File: src/wait_pkg.sv
/*
 Shared constants for the bus wait-state controller: register addresses,
 field positions, reset values, cycle kinds and bus states.
 Assumes a 10 MHz processor clock and a 20-bit memory address space.
*/
`default_nettype none
package wait_pkg;
   // Register addresses in the system I/O area
   localparam logic [15:0] ADDR_REFRESH_DMA = 16'hfff6;
   localparam logic [15:0] ADDR_AREA        = 16'hffe0;
   localparam logic [15:0] ADDR_SPLIT       = 16'hffe1;
   localparam logic [15:0] ADDR_SUB         = 16'hffe2;
   localparam logic [15:0] ADDR_IOB         = 16'hffe3;
   localparam logic [15:0] ADDR_WCY_A       = 16'hffe4;
   localparam logic [15:0] ADDR_WCY_C       = 16'hffe5;
   localparam logic [15:0] ADDR_STATUS      = 16'hffe7;
   // Writable bits; unused bits read as zero
   localparam logic [7:0] MASK_AREA  = 8'h77;
   localparam logic [7:0] MASK_SPLIT = 8'h07;
   localparam logic [7:0] MASK_SUB   = 8'h33;
   localparam logic [7:0] MASK_IOB   = 8'h77;
   localparam logic [7:0] MASK_WCY_B = 8'h0f;
   localparam logic [7:0] MASK_WCY   = 8'hff;
   // Values after reset: slowest setting until software tunes it
   localparam logic [7:0] RST_AREA  = 8'h00;
   localparam logic [7:0] RST_SPLIT = 8'h00;
   localparam logic [7:0] RST_SUB   = 8'h00;
   localparam logic [7:0] RST_IOB   = 8'h00;
   localparam logic [7:0] RST_WCY   = 8'hff;
   localparam logic [7:0] RST_WCY_B = 8'h0f;
   // Field positions
   localparam int LOWER_BOUND_LSB = 0;
   localparam int UPPER_BOUND_LSB = 4;
   localparam int LOWER_SPLIT_BIT = 0;
   localparam int UPPER_SPLIT_BIT = 1;
   localparam int IO_SPLIT_BIT    = 2;
   localparam int LOWER_SUB_LSB   = 0;
   localparam int UPPER_SUB_LSB   = 4;
   localparam int LOWER_IO_LSB    = 0;
   localparam int UPPER_IO_LSB    = 4;
   localparam int WA_LOWER_LSB    = 0;
   localparam int WA_MIDDLE_LSB   = 2;
   localparam int WA_UPPER_LSB    = 4;
   localparam int WA_MID_IO_LSB   = 6;
   localparam int WB_REFRESH_LSB  = 0;
   localparam int WB_DMA_LSB      = 2;
   localparam int WC_LOWER_IO_LSB = 0;
   localparam int WC_UPPER_IO_LSB = 2;
   localparam int WC_LOWER_SUB_LSB = 4;
   localparam int WC_UPPER_SUB_LSB = 6;
   // Space sizes and size units
   localparam logic [20:0] MEM_TOP  = 21'h100000;
   localparam logic [20:0] SUB_UNIT = 21'h004000;
   localparam logic [16:0] IO_TOP   = 17'h10000;
   localparam logic [16:0] IO_UNIT  = 17'h00100;
   localparam logic [1:0]  MAX_WAITS = 2'h3;

   typedef enum logic [2:0] {
      KIND_MEM     = 3'h0,
      KIND_EXT_IO  = 3'h1,
      KIND_INT_IO  = 3'h2,
      KIND_DMA     = 3'h3,
      KIND_REFRESH = 3'h4
   } cycle_kind_t;

   typedef enum logic [2:0] {
      ST_IDLE = 3'h0,
      ST_T1   = 3'h1,
      ST_T2   = 3'h2,
      ST_T3   = 3'h3,
      ST_TW   = 3'h4,
      ST_T4   = 3'h5
   } bus_state_t;
endpackage
`default_nettype wire

File: src/wait_cfg_if.sv
/*
 Carrier between the cycle controller and the wait selector: register
 contents and the current cycle go out, the programmed count comes back.
 Assumes both ends sit in the same clock domain.
*/
`default_nettype none
interface wait_cfg_if;
   logic [7:0]           area;
   logic [7:0]           split;
   logic [7:0]           sub;
   logic [7:0]           iob;
   logic [7:0]           wcy_a;
   logic [7:0]           wcy_b;
   logic [7:0]           wcy_c;
   wait_pkg::cycle_kind_t kind;
   logic [19:0]          addr;
   logic [1:0]           waits;

   modport ctrl (output area, split, sub, iob, wcy_a, wcy_b, wcy_c,
                 output kind, addr, input waits);
   modport sel  (input area, split, sub, iob, wcy_a, wcy_b, wcy_c,
                 input kind, addr, output waits);
endinterface
`default_nettype wire

File: src/wait_select.sv
/*
 Programmed wait count for the cycle on the carrier, from block decode for memory and external I/O cycles.
 Assumes software keeps subblocks inside their parent blocks.
*/
`default_nettype none
module wait_select
(
   wait_cfg_if.sel cfg
);
   logic [20:0] mem_a;
   logic [20:0] low_size;
   logic [20:0] up_size;
   logic [20:0] lsub_size;
   logic [20:0] usub_size;
   logic [16:0] io_a;
   logic [16:0] io_low;
   logic [16:0] io_up;

   always_comb
   begin
      mem_a     = {1'b0, cfg.addr};
      low_size  = {2'b00, cfg.area[wait_pkg::LOWER_BOUND_LSB +: 3], 16'h0000};
      up_size   = {2'b00, cfg.area[wait_pkg::UPPER_BOUND_LSB +: 3], 16'h0000};
      lsub_size = wait_pkg::SUB_UNIT << cfg.sub[wait_pkg::LOWER_SUB_LSB +: 2];
      usub_size = wait_pkg::SUB_UNIT << cfg.sub[wait_pkg::UPPER_SUB_LSB +: 2];
      io_a      = {1'b0, cfg.addr[15:0]};
      io_low    = wait_pkg::IO_UNIT << cfg.iob[wait_pkg::LOWER_IO_LSB +: 3];
      io_up     = wait_pkg::IO_UNIT << cfg.iob[wait_pkg::UPPER_IO_LSB +: 3];
      cfg.waits = 2'h0;
      unique case (cfg.kind)
         wait_pkg::KIND_MEM:
         begin
            if (cfg.split[wait_pkg::LOWER_SPLIT_BIT] && mem_a < lsub_size)
               cfg.waits = cfg.wcy_c[wait_pkg::WC_LOWER_SUB_LSB +: 2];
            else if (mem_a < low_size)
               cfg.waits = cfg.wcy_a[wait_pkg::WA_LOWER_LSB +: 2];
            else if (cfg.split[wait_pkg::UPPER_SPLIT_BIT]
                     && mem_a >= wait_pkg::MEM_TOP - usub_size)
               cfg.waits = cfg.wcy_c[wait_pkg::WC_UPPER_SUB_LSB +: 2];
            else if (mem_a >= wait_pkg::MEM_TOP - up_size)
               cfg.waits = cfg.wcy_a[wait_pkg::WA_UPPER_LSB +: 2];
            else
               cfg.waits = cfg.wcy_a[wait_pkg::WA_MIDDLE_LSB +: 2];
         end
         wait_pkg::KIND_EXT_IO:
         begin
            // three I/O blocks only when split
            if (cfg.split[wait_pkg::IO_SPLIT_BIT] && io_a < io_low)
               cfg.waits = cfg.wcy_c[wait_pkg::WC_LOWER_IO_LSB +: 2];
            else if (cfg.split[wait_pkg::IO_SPLIT_BIT]
                     && io_a >= wait_pkg::IO_TOP - io_up)
               cfg.waits = cfg.wcy_c[wait_pkg::WC_UPPER_IO_LSB +: 2];
            else
               cfg.waits = cfg.wcy_a[wait_pkg::WA_MID_IO_LSB +: 2];
         end
         // one count per DMA or refresh
         wait_pkg::KIND_DMA:
            cfg.waits = cfg.wcy_b[wait_pkg::WB_DMA_LSB +: 2];
         wait_pkg::KIND_REFRESH:
            cfg.waits = cfg.wcy_b[wait_pkg::WB_REFRESH_LSB +: 2];
         default:
            cfg.waits = 2'h0;
      endcase
   end
endmodule
`default_nettype wire

File: src/bus_wait_state_control.sv
/*
 Bus wait-state controller: sequences each bus cycle through its states,
 adds waits from the ready pin and from the programmed counts, and holds
 the wait configuration registers on the internal I/O port.
 Assumes the processor pulses cycle_start in idle or in the fourth state,
 and that ready_pin is asynchronous to clk.
*/
`default_nettype none

module bus_wait_state_control
(
   input  wire logic                  clk,
   input  wire logic                  reset_n,
   input  wire logic                  ready_pin,
   input  wire logic                  cycle_start,
   input  wire wait_pkg::cycle_kind_t cycle_kind,
   input  wire logic [19:0]           cycle_addr,
   input  wire logic [15:0]           io_addr,
   input  wire logic                  io_wr,
   input  wire logic                  io_rd,
   input  wire logic [7:0]            io_wdata,
   output logic [7:0]                 io_rdata,
   output logic                       io_rdata_valid,
   output logic                       io_hit,
   output wait_pkg::bus_state_t       bus_state,
   output logic                       wait_state,
   output logic                       cycle_end
);
   typedef struct packed {
      logic [7:0]            area;
      logic [7:0]            split;
      logic [7:0]            sub;
      logic [7:0]            iob;
      logic [7:0]            wcy_a;
      logic [7:0]            wcy_b;
      logic [7:0]            wcy_c;
      logic [7:0]            rdata;
      logic                  rvalid;
      logic [2:0]            sync;
      logic                  ready_lvl;
      wait_pkg::bus_state_t  st;
      wait_pkg::cycle_kind_t kind;
      logic [19:0]           addr;
      logic                  chain;
      logic [1:0]            tw_cnt;
      logic [1:0]            prog;
      logic                  end_p;
   } state_t;

   state_t     q;
   state_t     d;
   wait_cfg_if cfg ();
   logic       uses_ready;
   logic       need_wait;
   logic       hit;

   assign cfg.area  = q.area;
   assign cfg.split = q.split;
   assign cfg.sub   = q.sub;
   assign cfg.iob   = q.iob;
   assign cfg.wcy_a = q.wcy_a;
   assign cfg.wcy_b = q.wcy_b;
   assign cfg.wcy_c = q.wcy_c;
   assign cfg.kind  = q.kind;
   assign cfg.addr  = q.addr;

   wait_select u_select
   (
      .cfg (cfg.sel)
   );

   // Address decode of the configuration port
   always_comb
   begin
      unique case (io_addr)
         wait_pkg::ADDR_REFRESH_DMA,
         wait_pkg::ADDR_AREA,
         wait_pkg::ADDR_SPLIT,
         wait_pkg::ADDR_SUB,
         wait_pkg::ADDR_IOB,
         wait_pkg::ADDR_WCY_A,
         wait_pkg::ADDR_WCY_C,
         wait_pkg::ADDR_STATUS:
            hit = 1'b1;
         default:
            hit = 1'b0;
      endcase
   end

   // internal I/O cycles never look at ready
   assign uses_ready = (q.kind != wait_pkg::KIND_INT_IO);

   // wait while either source still asks
   assign need_wait = q.chain || (q.tw_cnt < q.prog);

   always_comb
   begin
      d        = q;
      d.end_p  = 1'b0;
      d.rvalid = 1'b0;

      // Ready filter: only the second stage reads the first
      d.sync[0] = ready_pin;
      d.sync[1] = q.sync[0];
      d.sync[2] = q.sync[1];
      if (q.sync[1] == q.sync[2])
         d.ready_lvl = q.sync[2];

      // unused bits dropped; software writes them as zero
      // two-bit wait fields kept as written
      if (io_wr)
      begin
         unique case (io_addr)
            wait_pkg::ADDR_REFRESH_DMA:
               d.wcy_b = io_wdata & wait_pkg::MASK_WCY_B;
            wait_pkg::ADDR_AREA:
               d.area = io_wdata & wait_pkg::MASK_AREA;
            wait_pkg::ADDR_SPLIT:
               d.split = io_wdata & wait_pkg::MASK_SPLIT;
            // sizes taken as given, not clipped
            wait_pkg::ADDR_SUB:
               d.sub = io_wdata & wait_pkg::MASK_SUB;
            wait_pkg::ADDR_IOB:
               d.iob = io_wdata & wait_pkg::MASK_IOB;
            // memory blocks and middle I/O block
            wait_pkg::ADDR_WCY_A:
               d.wcy_a = io_wdata & wait_pkg::MASK_WCY;
            wait_pkg::ADDR_WCY_C:
               d.wcy_c = io_wdata & wait_pkg::MASK_WCY;
            default:
               d.area = q.area;
         endcase
      end

      // Read data one cycle after the strobe; unmapped reads zero
      if (io_rd)
      begin
         d.rvalid = 1'b1;
         unique case (io_addr)
            wait_pkg::ADDR_REFRESH_DMA:
               d.rdata = q.wcy_b;
            wait_pkg::ADDR_AREA:
               d.rdata = q.area;
            wait_pkg::ADDR_SPLIT:
               d.rdata = q.split;
            wait_pkg::ADDR_SUB:
               d.rdata = q.sub;
            wait_pkg::ADDR_IOB:
               d.rdata = q.iob;
            wait_pkg::ADDR_WCY_A:
               d.rdata = q.wcy_a;
            wait_pkg::ADDR_WCY_C:
               d.rdata = q.wcy_c;
            wait_pkg::ADDR_STATUS:
               d.rdata = {q.ready_lvl, q.chain, q.tw_cnt,
                          1'b0, q.st};
            default:
               d.rdata = 8'h00;
         endcase
      end

      unique case (q.st)
         wait_pkg::ST_IDLE:
         begin
            if (cycle_start)
            begin
               d.st   = wait_pkg::ST_T1;
               d.kind = cycle_kind;
               d.addr = cycle_addr;
            end
         end
         wait_pkg::ST_T1:
         begin
            d.st = wait_pkg::ST_T2;
         end
         wait_pkg::ST_T2:
         begin
            // programmed count fixed for this cycle
            d.prog   = cfg.waits;
            d.tw_cnt = 2'h0;
            // high ready here means no ready waits
            // low ready here asks for the first wait
            d.chain  = uses_ready && !q.ready_lvl;
            d.st     = wait_pkg::ST_T3;
         end
         wait_pkg::ST_T3,
         wait_pkg::ST_TW:
         begin
            // a high sample breaks the chain for good
            d.chain = q.chain && uses_ready && !q.ready_lvl;
            // wait follows the sample two states before
            if (need_wait)
            begin
               d.st = wait_pkg::ST_TW;
               if (q.tw_cnt != wait_pkg::MAX_WAITS)
                  d.tw_cnt = q.tw_cnt + 2'h1;
            end
            else
            begin
               d.st = wait_pkg::ST_T4;
            end
         end
         wait_pkg::ST_T4:
         begin
            // Ready is not sampled here; back-to-back cycles allowed
            d.end_p = 1'b1;
            d.chain = 1'b0;
            if (cycle_start)
            begin
               d.st   = wait_pkg::ST_T1;
               d.kind = cycle_kind;
               d.addr = cycle_addr;
            end
            else
            begin
               d.st = wait_pkg::ST_IDLE;
            end
         end
         default:
         begin
            // Illegal code recovers to idle
            d.st = wait_pkg::ST_IDLE;
         end
      endcase

      if (!reset_n)
      begin
         d.area      = wait_pkg::RST_AREA;
         d.split     = wait_pkg::RST_SPLIT;
         d.sub       = wait_pkg::RST_SUB;
         d.iob       = wait_pkg::RST_IOB;
         d.wcy_a     = wait_pkg::RST_WCY;
         d.wcy_b     = wait_pkg::RST_WCY_B;
         d.wcy_c     = wait_pkg::RST_WCY;
         d.rdata     = 8'h00;
         d.rvalid    = 1'b0;
         d.sync      = 3'h7;
         d.ready_lvl = 1'b1;
         d.st        = wait_pkg::ST_IDLE;
         d.kind      = wait_pkg::KIND_MEM;
         d.addr      = 20'h00000;
         d.chain     = 1'b0;
         d.tw_cnt    = 2'h0;
         d.prog      = 2'h0;
         d.end_p     = 1'b0;
      end
   end

   // Reset folded into the next-state copy keeps one register process
   always_ff @(posedge clk)
   begin
      q <= d;
   end

   assign io_rdata       = q.rdata;
   assign io_rdata_valid = q.rvalid;
   assign io_hit         = hit;
   assign bus_state      = q.st;
   assign wait_state     = (q.st == wait_pkg::ST_TW);
   assign cycle_end      = q.end_p;
endmodule
`default_nettype wire

File: config.mk
export PLATFORM = sky130hd
export DESIGN_NAME = bus_wait_state_control
export DESIGN_NICKNAME = d
export VERILOG_FILES = /design/src/wait_pkg.sv /design/src/wait_cfg_if.sv /design/src/wait_select.sv /design/src/bus_wait_state_control.sv
export SDC_FILE = /design/constraint.sdc
export NUM_CORES = 1
export LEC_CHECK = 0
export ABC_CLOCK_PERIOD_IN_PS = 4700
export BUFFER_PORTS_ARGS = -buffer_cell sky130_fd_sc_hd__buf_4
export CORE_ASPECT_RATIO = 0.5
export CORE_UTILIZATION = 40
export DETAILED_ROUTE_END_ITERATION = 10
export PLACE_DENSITY = 0.68
export SYNTH_ARGS = -nofsm -noshare
export SYNTH_HDL_FRONTEND = slang
export SYNTH_SLANG_ARGS = --single-unit
export TNS_END_PERCENT = 20
File: constraint.sdc
create_clock -name clk -period 4.7 [get_ports clk]
set_input_delay 0.94 -clock clk [delete_from_list [all_inputs] [get_ports clk]]
set_output_delay 0.94 -clock clk [all_outputs]
set_load 0.005 [all_outputs]
* Word-level counts from Yosys, hierarchy flattened
Cells that the tools add are included.
Cells by class: reduce and logical (&&, ||, !) cells 25, add/sub/neg operators 4, multiplexer cells 21, equal/unequal tests 23, shift operators 4, order comparisons 7
Operators by type and width (count):
- equality test 16 bit, second input constant | 8
- case mux 8 bit (8 select lines) | 1
- case mux 23 bit (2 select lines) | 1
- greater-or-equal comparator 20 x 21 -> 1 bit | 2
- << shifter 15 x 2 -> 21 bit, first input constant | 2
- << shifter 9 x 3 -> 17 bit, first input constant | 2
- 2-to-1 mux 26 bit | 1
- 2-to-1 mux 23 bit | 1
- less-than comparator 20 x 21 -> 1 bit | 1
- subtractor 21 x 19 -> 21 bit, first input constant | 1
- subtractor 21 bit, first input constant | 1
- less-than comparator 20 x 19 -> 1 bit | 1
- greater-or-equal comparator 16 x 17 -> 1 bit | 1
- less-than comparator 16 x 17 -> 1 bit | 1
- subtractor 17 bit, first input constant | 1
- 2-to-1 mux 2 bit | 8
- case mux 3 bit (5 select lines) | 1
- AND reduction 2 bit | 7
- != test 2 bit, second input constant | 5
- equality test 3 x 2 -> 1 bit, second input constant | 3
- equality test 3 bit, second input constant | 3
- case mux 2 bit (4 select lines) | 1
- OR reduction 8 bit | 1
- logical AND 1 bit | 7
- 15 further kinds | 23
Storage, ports and cells: flip-flop bits (word level) 84

* Logic depth before layout (Yosys ltp)
word-level depth 8, mapped depth 15, mapped depth without buffers 14

* Cells and area by module
From an unflattened synthesis, not the netlist that was laid out.
Unflattened totals: cell total of the unflattened synthesis 539, area total of the unflattened synthesis 5031.1 sq um
Modules (own cells, without submodules):
- bus_wait_state_control | sequential area each 1681.6 sq um, area each 3851.2 sq um, times used 1, cells an instance 389
- wait_select | sequential area each 0.0 sq um, area each 1179.9 sq um, times used 1, cells an instance 150

* Least setup slack after synthesis
Ideal clock, no wire load.
kind reg2reg, start reg q, in the netlist cfg.iob[4], end reg q[2] (netlist name), setup slack 1.793 ns, path buffers 2, cell stages (with the launch flop) 15, period minus slack after synthesis 2.907 ns, setup time 0.135 ns, data arrival time 2.772 ns, cells stage by stage dfxtp_1 > clkbuf_1 > or3_1 > ha_1 > clkbuf_1 > xnor2_1 > a22o_1 > ha_1 > a211oi_1 > o21ai_0 > o21a_1 > mux2i_1 > nand2_1 > o211ai_1 > a41oi_2
Between the ends: longest elaborated chain between the ends 7
RTL lines:
- start, declared | line bus_wait_state_control.sv:50 | state_t q;
- start signal, assigned | line bus_wait_state_control.sv:252 | q <= d;
- << shifter 9 x 3 -> 17 bit | line wait_select.sv:28 | io_up = wait_pkg::IO_UNIT << cfg.iob[wait_pkg::UPPER_IO_LSB +: 3];
- subtractor 17 bit | line wait_select.sv:51 | && io_a >= wait_pkg::IO_TOP - io_up)
- greater-or-equal comparator 16 x 17 -> 1 bit | line wait_select.sv:51
- logical AND 1 bit | line wait_select.sv:51
- 2-to-1 mux 2 bit | line wait_select.sv:50 | else if (cfg.split[wait_pkg::IO_SPLIT_BIT]
- 2-to-1 mux 2 bit | line wait_select.sv:48 | if (cfg.split[wait_pkg::IO_SPLIT_BIT] && io_a < io_low)
- case mux 2 bit (4 select lines) | line wait_select.sv:30 | unique case (cfg.kind)
No other way between the ends. A chain may end at the register's enable or synchronous reset.

* Worst setup path after layout
Same ends and word-level chain as after synthesis.

==> run_results.csv <==
group,metric,value,unit
pwr,cellPowerDensity,374.1,nW/um^2
placed_design,dpl.hpwl,9.211,mm
timing,worst-slew-pin-transition,0.9150,ns
logic_synthesis,synth_cells,587,
setup_path,reg2reg_depth,12,
floorplan,core,11910,sq um
timing,clock_skew,0.006988,ns
global_route,grt_max_degree,85,
global_route,grt_first_pass_wirelength,20.68,mm
global_route,grt_pass1_vias,4137,
logic_synthesis,yosys_register_bits,84,
clock_tree,cts_buffers,9,
finish,finish.utilization,0.4796,
pwr,vdd_drop_max,0.1573,mV
detailed_routing,antenna_left,0,
worst_hold_path,hold_class,"register to register",
clock_tree,cts_buffer_depth,2,
timing,fin_crit,3.092,ns
logic_synthesis,async_flop_share,0,
logic_synthesis,syn_area,4930,sq um
global_route,antenna_found_initial,0,
timing,finalSetupTns,0,ns
setup_path,worst-path-buf-inv,0,
setup_path,required,4.92,ns
logic_synthesis,synth.area.top_cells,"dfxtp_1 (34%), ha_1 (9.4%), nand2_1 (8.3%)",
setup_path,slowest_stage,"or3_1",
setup_path,crit_family,"compound AO/OA/AOI/OAI gates",
setup_path,path_cells,"or3_1, ha_1, xnor2_1, a22o_1, ha_1, a211oi_1, o21ai_0, o21a_1, mux2i_1, nand2_1, o211ai_1, a41oi_2",
detailed_routing,drt_pre_antenna_iters,5,
pwr,internal_power,0.001462,W
timing,finalCritPeriodShare,0.6579,
timing,relSlewSlack,0.3882,
setup_path,cp-start-kind,"register",
finish,area_delta_synth_final,15.89,%
pwr,finalPower,0.002137,W
logic_synthesis,ys_warn_count,0,
finish,final_area,5713,sq um
clock_tree,cts_root_buf,"clkbuf_16",
detailed_routing,drt_wl_total,12.70,mm
setup_path,critical_path.max_fanout,8,
global_route,grt_usage,0.2064,
clock_tree,cts.sinks,84,
logic_synthesis,yosysTopAreaCell,"dfxtp_1",
floorplan,die_w,159,microns
detailed_routing,route.detailed.drc,0,
timing,holdWs,0.4149,ns
floorplan,die_h,80.50,microns
logic_synthesis,yosysMostFrequentCell,"nand2_1",
timing,hold_viol,0,
floorplan,rows,28,
finish,drive_above_1_share,0.1648,
pwr,switchingPower,0.0006755,W
logic_synthesis,synth_cell_types,64,
timing,finalSetupViolations,0,
logic_synthesis,synth_commonest_cells,"nand2_1 (109), dfxtp_1 (84), nand3_1 (46)",
worst_hold_path,hold_path_depth,1,
setup_path,reg2reg_from,"cfg.iob[4]",
worst_hold_path,min_to,"q[34]",
setup_path,cp_common_cell,"ha_1",
clock_tree,htree_levels,3,
floorplan,die_area,12800,sq um
detailed_routing,post_drt_wl_per_cell,16.07,microns
run,cap_violations,0,
logic_synthesis,ys.flop_type,"dfxtp_1",
setup_path,rrSetupSlack,1.61,ns
placed_design,portBuffers,67,
worst_hold_path,hp-start,"q[33]",
finish,num_antenna_cells,0,
detailed_routing,drt_iter0_drc,448,
global_route,grt_overflow,0,
clock_tree,cts_tree,"done",
pwr,seq_power_share,0.410,
detailed_routing,num_vias,4355,
setup_path,r2r_end,"q[2]",
logic_synthesis,synth.top_cell.area_share,0.3411,
finish,fin_nets,710,
clock_tree,hold_buffers,0,
setup_path,cp.arrival,3.31,ns
status,outcome,"complete, no violations",
floorplan,io-pin-count,68,
setup_path,worstSetupPathType,"register to register",
setup_path,cp_slowest_stage_delay,0.43,ns
placed_design,place_congestion,0.8789,
floorplan,start_util,0.4139,
finish,num-fill-cells,1191,
placed_design,dpl_cell_area,5381,sq um
pwr,combPwrFrac,0.220,
pwr,switching_share,0.3161,
timing,drv_slew,0,
setup_path,critPathCaptureType,"register",
pwr,power_frac_clock,0.370,
detailed_routing,via_per_inst,5.513,
pwr,p_leak,2.297,nW
timing,grt_setup_unrepaired,"false",
clock_tree,postCtsSetupBuffers,0,
logic_synthesis,synth_area_per_cell,8.398,sq um
timing,timing.fmax,323.4,MHz
setup_path,path_depth,12,
clock_tree,ctsResizeCount,0,
clock_tree,clk_latency,0.34,ns
clock_tree,path_clk_slew,0.07,ns
logic_synthesis,seq_area_frac_synth,0.3411,
logic_synthesis,synth_edf_count,0,
## sequential cells by signal, indices dropped and copies added (netlist names)
signal and flops:
cfg.kind 3, cfg.split 3, io_rdata 8, io_rdata_valid 1, bus_state 3, cfg.wcy_b 4, cfg.addr 20, cfg.area 6
cycle_end 1, cfg.sub 4, q 9, cfg.iob 6, cfg.wcy_c 8, cfg.wcy_a 8
## cells by family after synthesis
kind of cell,Yosys count,share of synthesized area
multiplexers,14,0.02893
adder cells (fa/ha/maj),37,0.09391
AO/OA/AOI/OAI,131,0.1944
flip-flops,84,0.3411
buffers and inverters,63,0.06599
AND/OR/NAND/NOR,252,0.2660
other,1,0.0007607
XOR/XNOR,5,0.008883
## power by group through the flow
stage	clock (W)	sequential [W]	combinational, W
2_1_floorplan	0	0.000836	0.000379
3_3_place_gp	0	0.000886	0.000463
3_5_place_dp	0	0.000890	0.000475
4_1_cts	0.000800	0.000875	0.000477
5_1_grt	0.000829	0.000888	0.000547
6_report	0.000791	0.000875	0.000471
## cell type report
| cell class | instances | area [sq um] | share of cell area |
|---|---|---|---|
| sequential | 84 | 1682 | 0.2943 |
| clock inverter | 7 | 106.4 | 0.01862 |
| timing repair buffer | 67 | 503.0 | 0.08804 |
| multi-input combinational | 443 | 2934 | 0.5136 |
| clock buffer | 9 | 225.2 | 0.03942 |
| inverter | 15 | 56.30 | 0.009855 |
| tap | 165 | 206.4 | 0.03614 |
## metrics by stage
step | cells | setup WS (ns)
finish | 790 | 1.608
global route | 790 | 1.405
CTS | 790 | 1.642
detailed placement | 774 | 1.650
global placement | 774 | 1.723
floorplan | 590 | 1.793
## worst max path at each step
stage / end / start
2_1_floorplan: q[2] / cfg.iob[4]
3_3_place_gp: cfg.wcy_a[1] / io_addr[14]
3_5_place_dp: q[2] / cfg.iob[4]
4_1_cts: q[2] / cfg.iob[4]
5_1_grt: q[2] / cfg.iob[4]
6_report: q[2] / cfg.iob[4]
## cell usage in the layout (no fill, tap or decap), drive strengths merged, types with 3 or more instances in the layout
| cell | count |
|---|---|
| o211a | 3 |
| nand3b | 4 |
| a21o | 3 |
| inv | 18 |
| nor2b | 10 |
| o211ai | 8 |
| dfxtp | 84 |
| nor4 | 4 |
| nand3 | 46 |
| and3 | 5 |
| or3b | 3 |
| xnor2 | 4 |
| nand2b | 11 |
| a21oi | 15 |
| nand4 | 6 |
| clkbuf | 9 |
| a22oi | 8 |
| a31oi | 3 |
| a211oi | 5 |
| a21boi | 40 |
| and4 | 4 |
| a222oi | 10 |
| buf | 67 |
| mux2i | 12 |
| or2 | 3 |
| nor2 | 17 |
| nor3b | 5 |
| o21ai | 21 |
| nand2 | 109 |
| ha | 37 |
| and2 | 4 |
| nor3 | 12 |
| conb | 4 |
| a221oi | 4 |
## metal layers
layer | share of wire | up-vias | GRT usage
met2 | 0.43 | 133 | 0.3285
met1 | 0.49 | 2037 | 0.2729
met3 | 0.063 | 21 | 0.04959
met5 | 0 | - | 0
li1 | - | 2164 | -
met4 | 0.016 | 0 | 0.07308
(Power assumes the default switching activity.)
